$ cat config.mk
export PLATFORM = sky130hd
export DESIGN_NAME = fsbr_flash_burst
export DESIGN_NICKNAME = d
export VERILOG_FILES = /design/src/rtl/fsbr_pkg.sv /design/src/rtl/fsbr_flash_burst.sv
export VERILOG_INCLUDE_DIRS = /design/src /design/src/rtl
export SDC_FILE = /design/constraint.sdc
export NUM_CORES = 1
export LEC_CHECK = 0
export ABC_AREA = 0
export BUFFER_PORTS_ARGS = -buffer_cell sky130_fd_sc_hd__buf_2
export CORE_ASPECT_RATIO = 0.8
export CORE_MARGIN = 5
export CORE_UTILIZATION = 45
export CTS_CLUSTER_DIAMETER = 40
export DETAILED_ROUTE_END_ITERATION = 8
export PLACE_DENSITY = 0.65
export RECOVER_POWER = 100
export SYNTH_ARGS = -nofsm -noshare
export SYNTH_HDL_FRONTEND = slang
export SYNTH_SLANG_ARGS = --single-unit
$ cat constraint.sdc
create_clock -name mclk -period 4.2 [get_ports mclk]
set_clock_uncertainty 0.1 [all_clocks]
set_input_delay 0.84 -clock mclk [delete_from_list [all_inputs] [get_ports mclk]]
set_output_delay 0.84 -clock mclk [all_outputs]
set_load 0.02 [all_outputs]
$ cat src/rtl/fsbr_params.svh
// Register layout, encodings and limits of the synchronous burst read block
`ifndef FSBR_PARAMS_SVH
`define FSBR_PARAMS_SVH

// Reset value: async mode, latency 15, wait high, delay on, rising edge, no wrap, continuous
`define FSBR_CFG_RESET   16'hFD4F
// Writable bits; reserved bits and burst order stay zero
`define FSBR_CFG_WMASK   16'hFD4F

// Field positions
`define FSBR_MODE_BIT    15
`define FSBR_LAT_HI      14
`define FSBR_LAT_LO      11
`define FSBR_WPOL_BIT    10
`define FSBR_WDLY_BIT    8
`define FSBR_EDGE_BIT    6
`define FSBR_WRAP_BIT    3
`define FSBR_BL_HI       2
`define FSBR_BL_LO       0

// Burst length codes
`define FSBR_BL_4        3'h1
`define FSBR_BL_8        3'h2
`define FSBR_BL_16       3'h3
`define FSBR_BL_CONT     3'h7

// Smallest latency code the array can serve
`define FSBR_LAT_MIN     4'h5

`endif

$ cat src/rtl/fsbr_pkg.sv
// Types shared by the synchronous burst read block
package fsbr_pkg;

	// Burst sequencer states
	typedef enum logic [1:0] {
		FSBR_IDLE,
		FSBR_LAT,
		FSBR_DATA,
		FSBR_DONE
	} fsbr_state_t;

endpackage : fsbr_pkg
$ cat src/rtl/fsbr_flash_burst.sv
// Read configuration and synchronous burst read sequencer of the flash bus port
`include "fsbr_params.svh"

module fsbr_flash_burst #(
	parameter int ADDR_W = 24
) (
	// Clock and reset
	input  wire logic              mclk,
	input  wire logic              rstn,
	// Flash bus pins from the host
	input  wire logic              flash_clk,
	input  wire logic              addr_valid_n,
	input  wire logic              chip_sel_n,
	input  wire logic              out_en_n,
	input  wire logic [ADDR_W-1:0] addr_in,
	// Data pins toward the host
	output logic      [15:0]       data_out,
	output logic                   data_oe,
	// Wait pin toward the host
	output logic                   wait_out,
	output logic                   wait_oe,
	// Configuration access from the command decoder
	input  wire logic              cfg_wr,
	input  wire logic [15:0]       cfg_wdata,
	output logic      [15:0]       read_configuration,
	// Array read port
	output logic      [ADDR_W-1:0] array_addr,
	input  wire logic [15:0]       array_rdata
);
	import fsbr_pkg::*;

	// Row alignment needs at least four word address bits plus one above
	if (ADDR_W < 5) begin : g_chk
		$error("fsbr_flash_burst: ADDR_W must be at least 5");
	end

	// Pin synchronisers and clock edge history
	logic [3:0]        pin_s1;
	logic [3:0]        pin_s2;
	logic [ADDR_W-1:0] addr_s1;
	logic [ADDR_W-1:0] addr_s2;
	logic              fclk_d;
	logic              fclk;
	logic              adv_n;
	logic              cs_n;
	logic              oe_n;
	logic              active;
	logic              edge_ok;

	// Sequencer state
	fsbr_state_t       state;
	fsbr_state_t       next_state;
	logic [4:0]        hold_cnt;
	logic [4:0]        next_hold_cnt;
	logic [4:0]        words_left;
	logic [4:0]        next_words_left;
	logic [4:0]        end_of_wordline_left;
	logic [4:0]        next_end_of_wordline_left;
	logic              wait_asrt;
	logic              next_wait_asrt;
	logic [ADDR_W-1:0] next_array_addr;
	logic [15:0]       next_data_out;
	logic              next_data_oe;
	logic              next_wait_out;
	logic              next_wait_oe;
	logic [15:0]       next_cfg;

	// Configuration fields
	logic              rm;
	logic [3:0]        lat_code;
	logic [3:0]        lat_eff;
	logic              wpol;
	logic              wdly;
	logic              edge_rise;
	logic              wrap_dis;
	logic [2:0]        bl;
	logic              capture;
	logic              deliver;
	logic [ADDR_W-1:0] step;
	logic              wait_calc;

	// Words per burst; zero means continuous, reserved codes run continuous too
	function automatic logic [4:0] fsbr_words(input logic [2:0] code);
		case (code)
			`FSBR_BL_4:  return 5'h04;
			`FSBR_BL_8:  return 5'h08;
			`FSBR_BL_16: return 5'h10;
			default:     return 5'h00;
		endcase
	endfunction : fsbr_words

	// Next word address of the linear burst sequence
	function automatic logic [ADDR_W-1:0] fsbr_step(input logic [ADDR_W-1:0] a,
			input logic [2:0] code, input logic nowrap);
		logic [ADDR_W-1:0] mask;
		logic [ADDR_W-1:0] inc;
		mask = ADDR_W'(fsbr_words(code)) - ADDR_W'(1);
		inc = a + ADDR_W'(1);
		if (fsbr_words(code) == 5'h00) begin
			return (&a) ? a : inc;
		end else if (nowrap) begin
			return inc;
		end else begin
			return (a & ~mask) | (inc & mask);
		end
	endfunction : fsbr_step

	// Row boundary wait states: none when 4-word aligned, latency minus one at worst
	function automatic logic [4:0] fsbr_end_of_wordline(input logic [3:0] lat, input logic [1:0] off);
		logic [4:0] lim;
		lim = {1'b0, lat} - 5'h01;
		if (off == 2'h0) begin
			return 5'h00;
		end else if (off == 2'h3) begin
			return lim;
		end else begin
			return ({3'h0, off} < lim) ? {3'h0, off} : lim;
		end
	endfunction : fsbr_end_of_wordline

	// Field decode; codes below the minimum run at the minimum latency
	assign rm        = read_configuration[`FSBR_MODE_BIT];
	assign lat_code  = read_configuration[`FSBR_LAT_HI:`FSBR_LAT_LO];
	assign lat_eff   = (lat_code < `FSBR_LAT_MIN) ? `FSBR_LAT_MIN : lat_code;
	assign wpol      = read_configuration[`FSBR_WPOL_BIT];
	assign wdly      = read_configuration[`FSBR_WDLY_BIT];
	assign edge_rise = read_configuration[`FSBR_EDGE_BIT];
	assign wrap_dis  = read_configuration[`FSBR_WRAP_BIT];
	assign bl        = read_configuration[`FSBR_BL_HI:`FSBR_BL_LO];

	// Synchronised pin view; the bus clock is sampled, not used as a clock
	assign fclk    = pin_s2[3];
	assign adv_n   = pin_s2[2];
	assign cs_n    = pin_s2[1];
	assign oe_n    = pin_s2[0];
	assign active  = !cs_n && !oe_n;
	assign edge_ok = edge_rise ? (fclk && !fclk_d) : (!fclk && fclk_d);
	assign capture = edge_ok && !adv_n && !cs_n;
	assign deliver = edge_ok && !capture &&
		((state == FSBR_LAT && hold_cnt == 5'h01) || state == FSBR_DATA);
	assign step    = fsbr_step(array_addr, bl, wrap_dis);

	// Next values of sequencer, pins and configuration
	always_comb begin
		next_state      = state;
		next_hold_cnt   = hold_cnt;
		next_words_left = words_left;
		next_end_of_wordline_left  = end_of_wordline_left;
		next_array_addr = array_addr;
		next_data_out   = data_out;
		next_wait_asrt  = wait_asrt;
		next_data_oe    = active;
		next_wait_oe    = active;
		next_cfg        = cfg_wr ? (cfg_wdata & `FSBR_CFG_WMASK) : read_configuration;
		if (rm) begin
			// Page mode: array follows the address pins, wait parked deasserted
			next_state      = FSBR_IDLE;
			next_array_addr = addr_s2;
			next_data_out   = array_rdata;
			if (edge_ok && active) begin
				next_wait_asrt = 1'b0;
			end
		end else if (cs_n) begin
			// Deselect aborts any burst
			next_state = FSBR_IDLE;
		end else if (capture) begin
			// Address taken on every selected edge with address valid low
			next_state      = FSBR_LAT;
			next_array_addr = addr_s2;
			next_hold_cnt   = {1'b0, lat_eff};
			next_words_left = fsbr_words(bl);
			next_end_of_wordline_left  = (addr_s2[3:0] != 4'h0 && (wrap_dis || fsbr_words(bl) == 5'h00))
				? fsbr_end_of_wordline(lat_eff, addr_s2[1:0]) : 5'h00;
		end else if (deliver) begin
			// One word per edge; the array read port settles within one mclk
			next_data_out = array_rdata;
			if (words_left == 5'h01 ||
					(fsbr_words(bl) == 5'h00 && (&array_addr))) begin
				next_state = FSBR_DONE;
			end else begin
				next_array_addr = step;
				next_words_left = (words_left == 5'h00) ? 5'h00 : words_left - 5'h01;
				next_state      = FSBR_DATA;
				if (step[3:0] == 4'h0) begin
					// Only the first row crossing can stall the burst
					next_end_of_wordline_left = 5'h00;
					if (end_of_wordline_left != 5'h00) begin
						next_state    = FSBR_LAT;
						next_hold_cnt = end_of_wordline_left + 5'h01;
					end
				end
			end
		end else if (edge_ok && state == FSBR_LAT) begin
			next_hold_cnt = hold_cnt - 5'h01;
		end
		// Wait follows the state after this edge, dropping early when delay is set
		wait_calc = (next_state == FSBR_LAT) && !(wdly && next_hold_cnt == 5'h01);
		if (!rm && edge_ok && active) begin
			next_wait_asrt = wait_calc;
		end
		next_wait_out = next_wait_asrt ? wpol : !wpol;
	end

	// Registers; reset selects page mode reads
	always_ff @(posedge mclk) begin
		if (!rstn) begin
			pin_s1             <= 4'hF;
			pin_s2             <= 4'hF;
			addr_s1            <= '0;
			addr_s2            <= '0;
			fclk_d             <= 1'b1;
			state              <= FSBR_IDLE;
			hold_cnt           <= 5'h00;
			words_left         <= 5'h00;
			end_of_wordline_left          <= 5'h00;
			wait_asrt          <= 1'b0;
			array_addr         <= '0;
			data_out           <= 16'h0000;
			data_oe            <= 1'b0;
			wait_out           <= 1'b0;
			wait_oe            <= 1'b0;
			read_configuration <= `FSBR_CFG_RESET;
		end else begin
			pin_s1             <= {flash_clk, addr_valid_n, chip_sel_n, out_en_n};
			pin_s2             <= pin_s1;
			addr_s1            <= addr_in;
			addr_s2            <= addr_s1;
			fclk_d             <= pin_s2[3];
			state              <= next_state;
			hold_cnt           <= next_hold_cnt;
			words_left         <= next_words_left;
			end_of_wordline_left          <= next_end_of_wordline_left;
			wait_asrt          <= next_wait_asrt;
			array_addr         <= next_array_addr;
			data_out           <= next_data_out;
			data_oe            <= next_data_oe;
			wait_out           <= next_wait_out;
			wait_oe            <= next_wait_oe;
			read_configuration <= next_cfg;
		end
	end

	// Checking helpers: edges since capture while the first word is pending
	logic       first_pend;
	logic [4:0] dbg_edges;
	always_ff @(posedge mclk) begin
		if (!rstn) begin
			first_pend <= 1'b0;
			dbg_edges  <= 5'h00;
		end else if (!rm && !cs_n && capture) begin
			first_pend <= 1'b1;
			dbg_edges  <= 5'h00;
		end else if (deliver || cs_n || rm) begin
			first_pend <= 1'b0;
		end else if (edge_ok && first_pend) begin
			dbg_edges  <= dbg_edges + 5'h01;
		end
	end

	// First word lands on the latency-th edge after capture
	property p_first_latency;
		@(posedge mclk) disable iff (!rstn)
		(!rm && !cs_n && deliver && first_pend && $stable(read_configuration))
			|-> (dbg_edges == 5'({1'b0, lat_eff} - 5'h01));
	endproperty
	a_first_latency: assert property (p_first_latency) else $error("first word latency wrong");

	// Page mode keeps wait deasserted
	property p_async_wait;
		@(posedge mclk) disable iff (!rstn)
		(rm && $past(rm) && $past(wait_asrt) == 1'b0 && $stable(read_configuration))
			|-> (wait_out == !wpol && !wait_asrt);
	endproperty
	a_async_wait: assert property (p_async_wait) else $error("wait asserted in page mode");

	// Wait enable mirrors both selects low
	property p_wait_float;
		@(posedge mclk) disable iff (!rstn)
		(wait_oe == $past(active)) && (data_oe == wait_oe);
	endproperty
	a_wait_float: assert property (p_wait_float) else $error("wait enable wrong");

	// Driven level follows the polarity bit
	property p_wait_level;
		@(posedge mclk) disable iff (!rstn)
		$stable(wpol) |-> (wait_out == (wait_asrt ? wpol : !wpol));
	endproperty
	a_wait_level: assert property (p_wait_level) else $error("wait level wrong");

	// No wait change without a selected edge in an active cycle
	property p_wait_edge;
		@(posedge mclk) disable iff (!rstn)
		(!$past(edge_ok && active) && !$past(rm)) |-> $stable(wait_asrt);
	endproperty
	a_wait_edge: assert property (p_wait_edge) else $error("wait moved off edge");

	// Data streaming never shows wait asserted
	property p_data_valid;
		@(posedge mclk) disable iff (!rstn)
		(!rm && state == FSBR_DATA && $past(edge_ok && active)) |-> !wait_asrt;
	endproperty
	a_data_valid: assert property (p_data_valid) else $error("wait asserted with data");

	// Early drop only with delay set, on the last latency edge
	property p_wait_delay;
		@(posedge mclk) disable iff (!rstn)
		(!rm && state == FSBR_LAT && $past(edge_ok && active) && $stable(read_configuration))
			|-> (wait_asrt == !(wdly && hold_cnt == 5'h01));
	endproperty
	a_wait_delay: assert property (p_wait_delay) else $error("wait delay wrong");

	// Wrapping bursts stay inside their aligned block
	property p_wrap_block;
		logic [ADDR_W-1:0] m;
		@(posedge mclk) disable iff (!rstn)
		(!rm && deliver && !wrap_dis && fsbr_words(bl) != 5'h00 && words_left > 5'h01,
			m = ~(ADDR_W'(fsbr_words(bl)) - ADDR_W'(1)))
			|=> ((array_addr & m) == ($past(array_addr) & m)) &&
				(array_addr != $past(array_addr));
	endproperty
	a_wrap_block: assert property (p_wrap_block) else $error("wrap left block");

	// No-wrap and continuous bursts count straight up
	property p_linear;
		@(posedge mclk) disable iff (!rstn)
		(!rm && deliver && (wrap_dis || fsbr_words(bl) == 5'h00) && words_left != 5'h01 &&
			!(&array_addr)) |=> (array_addr == $past(array_addr) + ADDR_W'(1));
	endproperty
	a_linear: assert property (p_linear) else $error("linear step wrong");

	// Burst length code 16 sets a word count of sixteen
	property p_burst_len;
		@(posedge mclk) disable iff (!rstn)
		(!rm && capture && bl == `FSBR_BL_16 && !cs_n) |=> (words_left == 5'h10);
	endproperty
	a_burst_len: assert property (p_burst_len) else $error("burst length wrong");

	// Burst order field never reads back set
	property p_order_zero;
		@(posedge mclk) disable iff (!rstn)
		read_configuration[7] == 1'b0;
	endproperty
	a_order_zero: assert property (p_order_zero) else $error("order bit set");

endmodule : fsbr_flash_burst

Word-level counts from Yosys, hierarchy flattened. Index checks and enable logic that the tools add are counted.

Eq/ne operators: 15. Bitwise logic cells: 6. Reductions and logical operators: 46. Mux-type cells: 53. Order comparisons: 2. Add/sub/neg operators: 6.

Operators with widths (number): $mux 24 (8); $mux 5 (27); $mux 16 (4); $and 24x24->24 (2); $add 24x1->24 const B (1); $not 24->24 (1); $or 24x24->24 (1); $reduce_and 24->1 (1); $logic_not 5->1 (4); $logic_and 1x1->1 (16); $eq 5x1->1 const B (3); $pmux 5 s3 (1); $mux 2 (7); $sub 5x1->5 const B (2); $logic_not 1->1 (9); $reduce_and 4->1 (2); $eq 3x2->1 const B (2); $ne 2x2->1 const B (3); $reduce_and 3->1 (2); $reduce_bool 2->1 (3); $sub 5x1->6 const B (1); $add 5x1->5 const B (1); $lt 2x5->1 (1); $mux 1 (5); 16 further kinds (21).

Register bits: 129. Word-level logic and storage cells: 144. Output and inout port bits: 59. Input port bits: 63.

Logic depth before layout (Yosys ltp).
Word-level depth: 26. Depth in mapped cells: 13. Gate-level depth less buffers: 11.

Least setup slack after synthesis. No wires, ideal clock.

Path kind: register to register. From: reg read_configuration[1]. To: reg wait_out. Stages on the path, launching flop included: 12. Path buffers: 0. Path slack: 1.010 ns. Required time: 4.028 ns. Arrival time: 3.019 ns. Setup time: 0.072 ns. Period minus slack after synthesis: 3.190 ns. Cell sequence: dfxtp_1 or3b_2 ha_1 or4_1 o32ai_1 a211o_1 and2_1 o211ai_1 a31oi_1 nand4_1 o21ai_2 mux2i_1.

Cells in the longest elaborated chain, start to end: 21. Elaborated cells on any way between the ends: 39. Classes of those cells: add/sub (1); eq/ne (5); mux (21); bitwise (4); reduce/logical (8).

Ends and longest elaborated chain: start, declared (RTL line fsbr_flash_burst.sv:25) `output logic [15:0] read_configuration,`; start signal, assigned (RTL line fsbr_flash_burst.sv:222) `` read_configuration <= `FSBR_CFG_RESET; ``; start signal, assigned (RTL line fsbr_flash_burst.sv:239) `read_configuration <= next_cfg;`; $eq 3x2->1 / $eq 3x1->1 (equally long branches) (RTL line fsbr_flash_burst.sv:84) `case (code)`; $pmux 5 s3 * (RTL line fsbr_flash_burst.sv:84); $sub 5x1->6 (RTL line fsbr_flash_burst.sv:97) `mask = ADDR_W'(fsbr_words(code)) - ADDR_W'(1);`; $not 24->24 (RTL line fsbr_flash_burst.sv:104) `return (a & ~mask) | (inc & mask);`; $and 24x24->24 (RTL line fsbr_flash_burst.sv:104); $or 24x24->24 (RTL line fsbr_flash_burst.sv:104); $mux 24 (RTL line fsbr_flash_burst.sv:101) `end else if (nowrap) begin`; $mux 24 (RTL line fsbr_flash_burst.sv:99) `if (fsbr_words(code) == 5'h00) begin`; [... 5 more ...]; $mux 5 (RTL line fsbr_flash_burst.sv:163) `end else if (cs_n) begin`; $mux 5 (RTL line fsbr_flash_burst.sv:155) `if (rm) begin`; $eq 5x1->1 (RTL line fsbr_flash_burst.sv:197) `wait_calc = (next_state == FSBR_LAT) && !(wdly && next_hold_cnt == 5'h01);`; $logic_and 1x1->1 (RTL line fsbr_flash_burst.sv:197); $logic_not 1->1 (RTL line fsbr_flash_burst.sv:197); $logic_and 1x1->1 * (RTL line fsbr_flash_burst.sv:197); $mux 1 * (RTL line fsbr_flash_burst.sv:198) `if (!rm && edge_ok && active) begin`; $mux 1 * (RTL line fsbr_flash_burst.sv:201) `next_wait_out = next_wait_asrt ? wpol : !wpol;`; end signal, assigned (RTL line fsbr_flash_burst.sv:237) `wait_out <= next_wait_out;`; end, declared (RTL line fsbr_flash_burst.sv:20) `output logic wait_out,`.

Every way passes the cells marked *; elsewhere a longest branch is shown, timed or not. The select of a mux whose other input is x is not followed. A chain may end at the register's enable or synchronous reset.

Worst setup path after layout. Ends and elaborated chain as after synthesis.

==> key figures <==
Logic synthesis
  • Synth warn: 0
  • Number of flops mapped to enable cells by yosys: 0
  • Flops & latches, synth: 129
  • Asr flop ratio synth: 0%
  • Ranking of synthesized cells by area: dfxtp_1 44%, mux2i_1 5.6%, and2_1 5.5%, nor2_1 4.9%, nand2_1 4.1%
  • Synth cell types: 75
  • Top post-synthesis cells by count: 129 x dfxtp_1, 77 x nor2_1, 64 x nand2_1
  • Cells after Synth: 671
  • Most common cell in the netlist: dfxtp_1
  • Syn Area/Cell: 8.74 sq um
  • Synthesized area: 5870 sq um
  • Share of the synthesized area in the top cell type: 44.0%
  • Area leader, netlist: dfxtp_1
  • Sequential area share after synthesis: 44.0%
  • Main synth FF type: dfxtp_1

Place
  • I/O Buffers: 113
  • DP HPWL: 10.1 mm
  • DP Worst Slack: 0.751 ns
  • Final GP Congestion: 0.896

Clock network
  • Clock Sinks: 129
  • CTS clk-pin slew, worst paths: 0.05 ns
  • Clock Path Buffers: 2
  • CTS Buf Count: 17
  • # Post-CTS Setup Buffers: 0
  • CTS tree: built
  • Clock Latency Late Sink: 0.42 ns
  • CTS HTree Levels: 4
  • CTS Hold Buffers Added: 0
  • Clock Tree Root: clkbuf_16
  • CTS resizes: 0

Critical path
  • Arrival @ worst endpoint: 3.97 ns
  • Worst path max stage delay: 0.51 ns
  • Reg2Reg Setup Slack: 0.47 ns
  • Worst path cell trace: or3b_2 > ha_1 > or4_1 > o32ai_1 > a211o_1 > and2_0 > o211ai_1 > a31oi_1 > nand4_1 > o21ai_0 > mux2i_1
  • Startpoint Class: register
  • Crit Path Class: register to register
  • Reg2reg end: wait_out
  • Worst EP required: 4.44 ns
  • Worst Path Buf+Inv: 0
  • Slowest CP cell: or3b_2
  • FF-to-FF path depth: 11
  • Crit path max-delay family: simple AND/OR/NAND/NOR gates
  • CP Capture Type: register
  • R2R Path Start: read_configuration[1]
  • Crit Path Max Fanout: 7

Detailed routing
  • Initial DRC count: 459
  • Residual DRC: 0
  • Number of vias per cell: 5.33
  • Routed vias: 5135
  • Detail Route Antenna Nets: 0
  • Wire per inst: 15.1 um
  • Total Wirelength: 14.5 mm
  • Drt first pass iters: 5

STA
  • Final Hold Fails: 0
  • Final setup vio count: 0
  • Worst slew pin tran: 2.91 ns
  • Slew HR: -94.2%
  • Setup Total Neg Slack: 0 ns
  • RSZ-0062 raised after global routing: false
  • Fmax: 268 MHz
  • Final Max Tran Viols: 100
  • Final worst-path cycle share: 88.8%
  • Final setup margin: 0.468 ns
  • Final Critical Period: 3.73 ns

Global routing
  • Largest net degree at the start of global routing: 83
  • Initial antenna violation count: 0
  • First-pass GRT wire length: 23.8 mm
  • GRT Util Overall: 19.0%
  • Vias in the first global route: 4948
  • Grt ovf: 0

Die
  • Die Height: 112 um
  • Initial Util: 45.7%
  • Std-Cell Rows: 37
  • Core ar.: 12800 sq um
  • Die X: 138 um
  • Die area: 15400 sq um
  • Top Ports: 122

Run status
  • Status: finished with violations
  • Failing checks: max-capacitance violations, max-slew violations

Layout
  • # nets final: 850
  • Diode count: 0
  • Area Growth Syn to Fin: 20.5%
  • Layout cells sized above 1: 14.1%
  • # fillers: 1190

Worst hold path
  • Hold depth: 1
  • Worst min path class: register to register
  • Hold Path Origin: pin_s1[1]
  • Hold path endpoint: pin_s2[1]

Power
  • Pleak: 2.75 nW
  • Maximum VDD drop: 0.000296 V
  • PD cells: 441 nW/um^2

Job
  • MaxCap Viol Count: 2
## where the power goes
group          switching, mW  internal (mW)  total (mW)
combinational          0.164          0.105       0.269
sequential            0.0435           1.28        1.32
clock                  0.542          0.985        1.53
total                  0.750           2.37        3.12
## logic make-up after synthesis
group	count (synthesis)	share of synthesized area (%)
buffers and inverters	56	4.12
adder cells (fa/ha/maj)	12	2.52
other	1	0.0639
AO/OA/AOI/OAI	135	15.8
AND/OR/NAND/NOR	290	25.6
multiplexers	34	5.82
XOR/XNOR	14	2.09
flip-flops	129	44.0
## through the flow
step	hold slack [ns]	area (sq um)	cells	util, %	total power [mW]
after detailed placement	0.296	6550	932	51.1	1.63
after global routing	0.334	7070	964	55.1	3.24
after CTS	0.310	7180	964	56.0	3.16
final	0.307	7070	964	55.1	3.12
after global placement	0.291	6550	932	51.1	1.61
after floorplan	0.286	5880	674	-	1.53
## cell usage in the layout (no fill, tap or decap), drive strengths merged, types with 4 or more instances in the layout
master	instances
xnor2	10
buf	64
and3	11
ha	11
a211o	5
clkinv	5
a21oi	36
or3b	4
conb	4
a22oi	8
o211ai	6
mux2i	33
nand3	15
nor3	10
a31oi	5
xor2	4
nand2	65
nand4	9
nor4	4
dfxtp	129
inv	18
or3	5
nor2	77
clkbuf	79
o21ai	35
nand2b	18
and2	54
o31ai	7
## layer usage
layer	GRT usage, %	up-vias	share of wire, %
met5	0	-	0
met4	6.52	0	1.0
met3	5.29	16	6.8
met2	30.3	174	47
met1	24.8	2396	45
li1	-	2549	-
## worst register-to-register path, delay by kind of cell, from the launching register on
family          cells  cell delay [ns]
fa+ha+maj           1             0.30
mux                 1             0.22
flops               1             0.40
compound gates      5             1.17
simple gates        4             1.46
## cell type report
type	instances	area, sq um	area share [%]
flip-flops and latches	129	2580	36.5
clock buffers	21	470	6.65
well taps	175	219	3.10
clock inverters	11	154	2.18
inverters	17	63.8	0.903
repair buffers	122	553	7.82
multi-input cells	489	3030	42.8
## worst max path at each step
stage / startpoint / cells after the start / end / slack (ns)
2_1_floorplan: read_configuration[1] / 11 / wait_out / 1.01
3_3_place_gp: read_configuration[1] / 11 / wait_out / 0.79
3_5_place_dp: read_configuration[1] / 11 / wait_out / 0.75
4_1_cts: read_configuration[1] / 11 / wait_out / 0.72
5_1_grt: hold_cnt[0] / 10 / register / 0.24
6_report: read_configuration[1] / 11 / wait_out / 0.47
No activity file was read; power rests on OpenSTA's default activity.
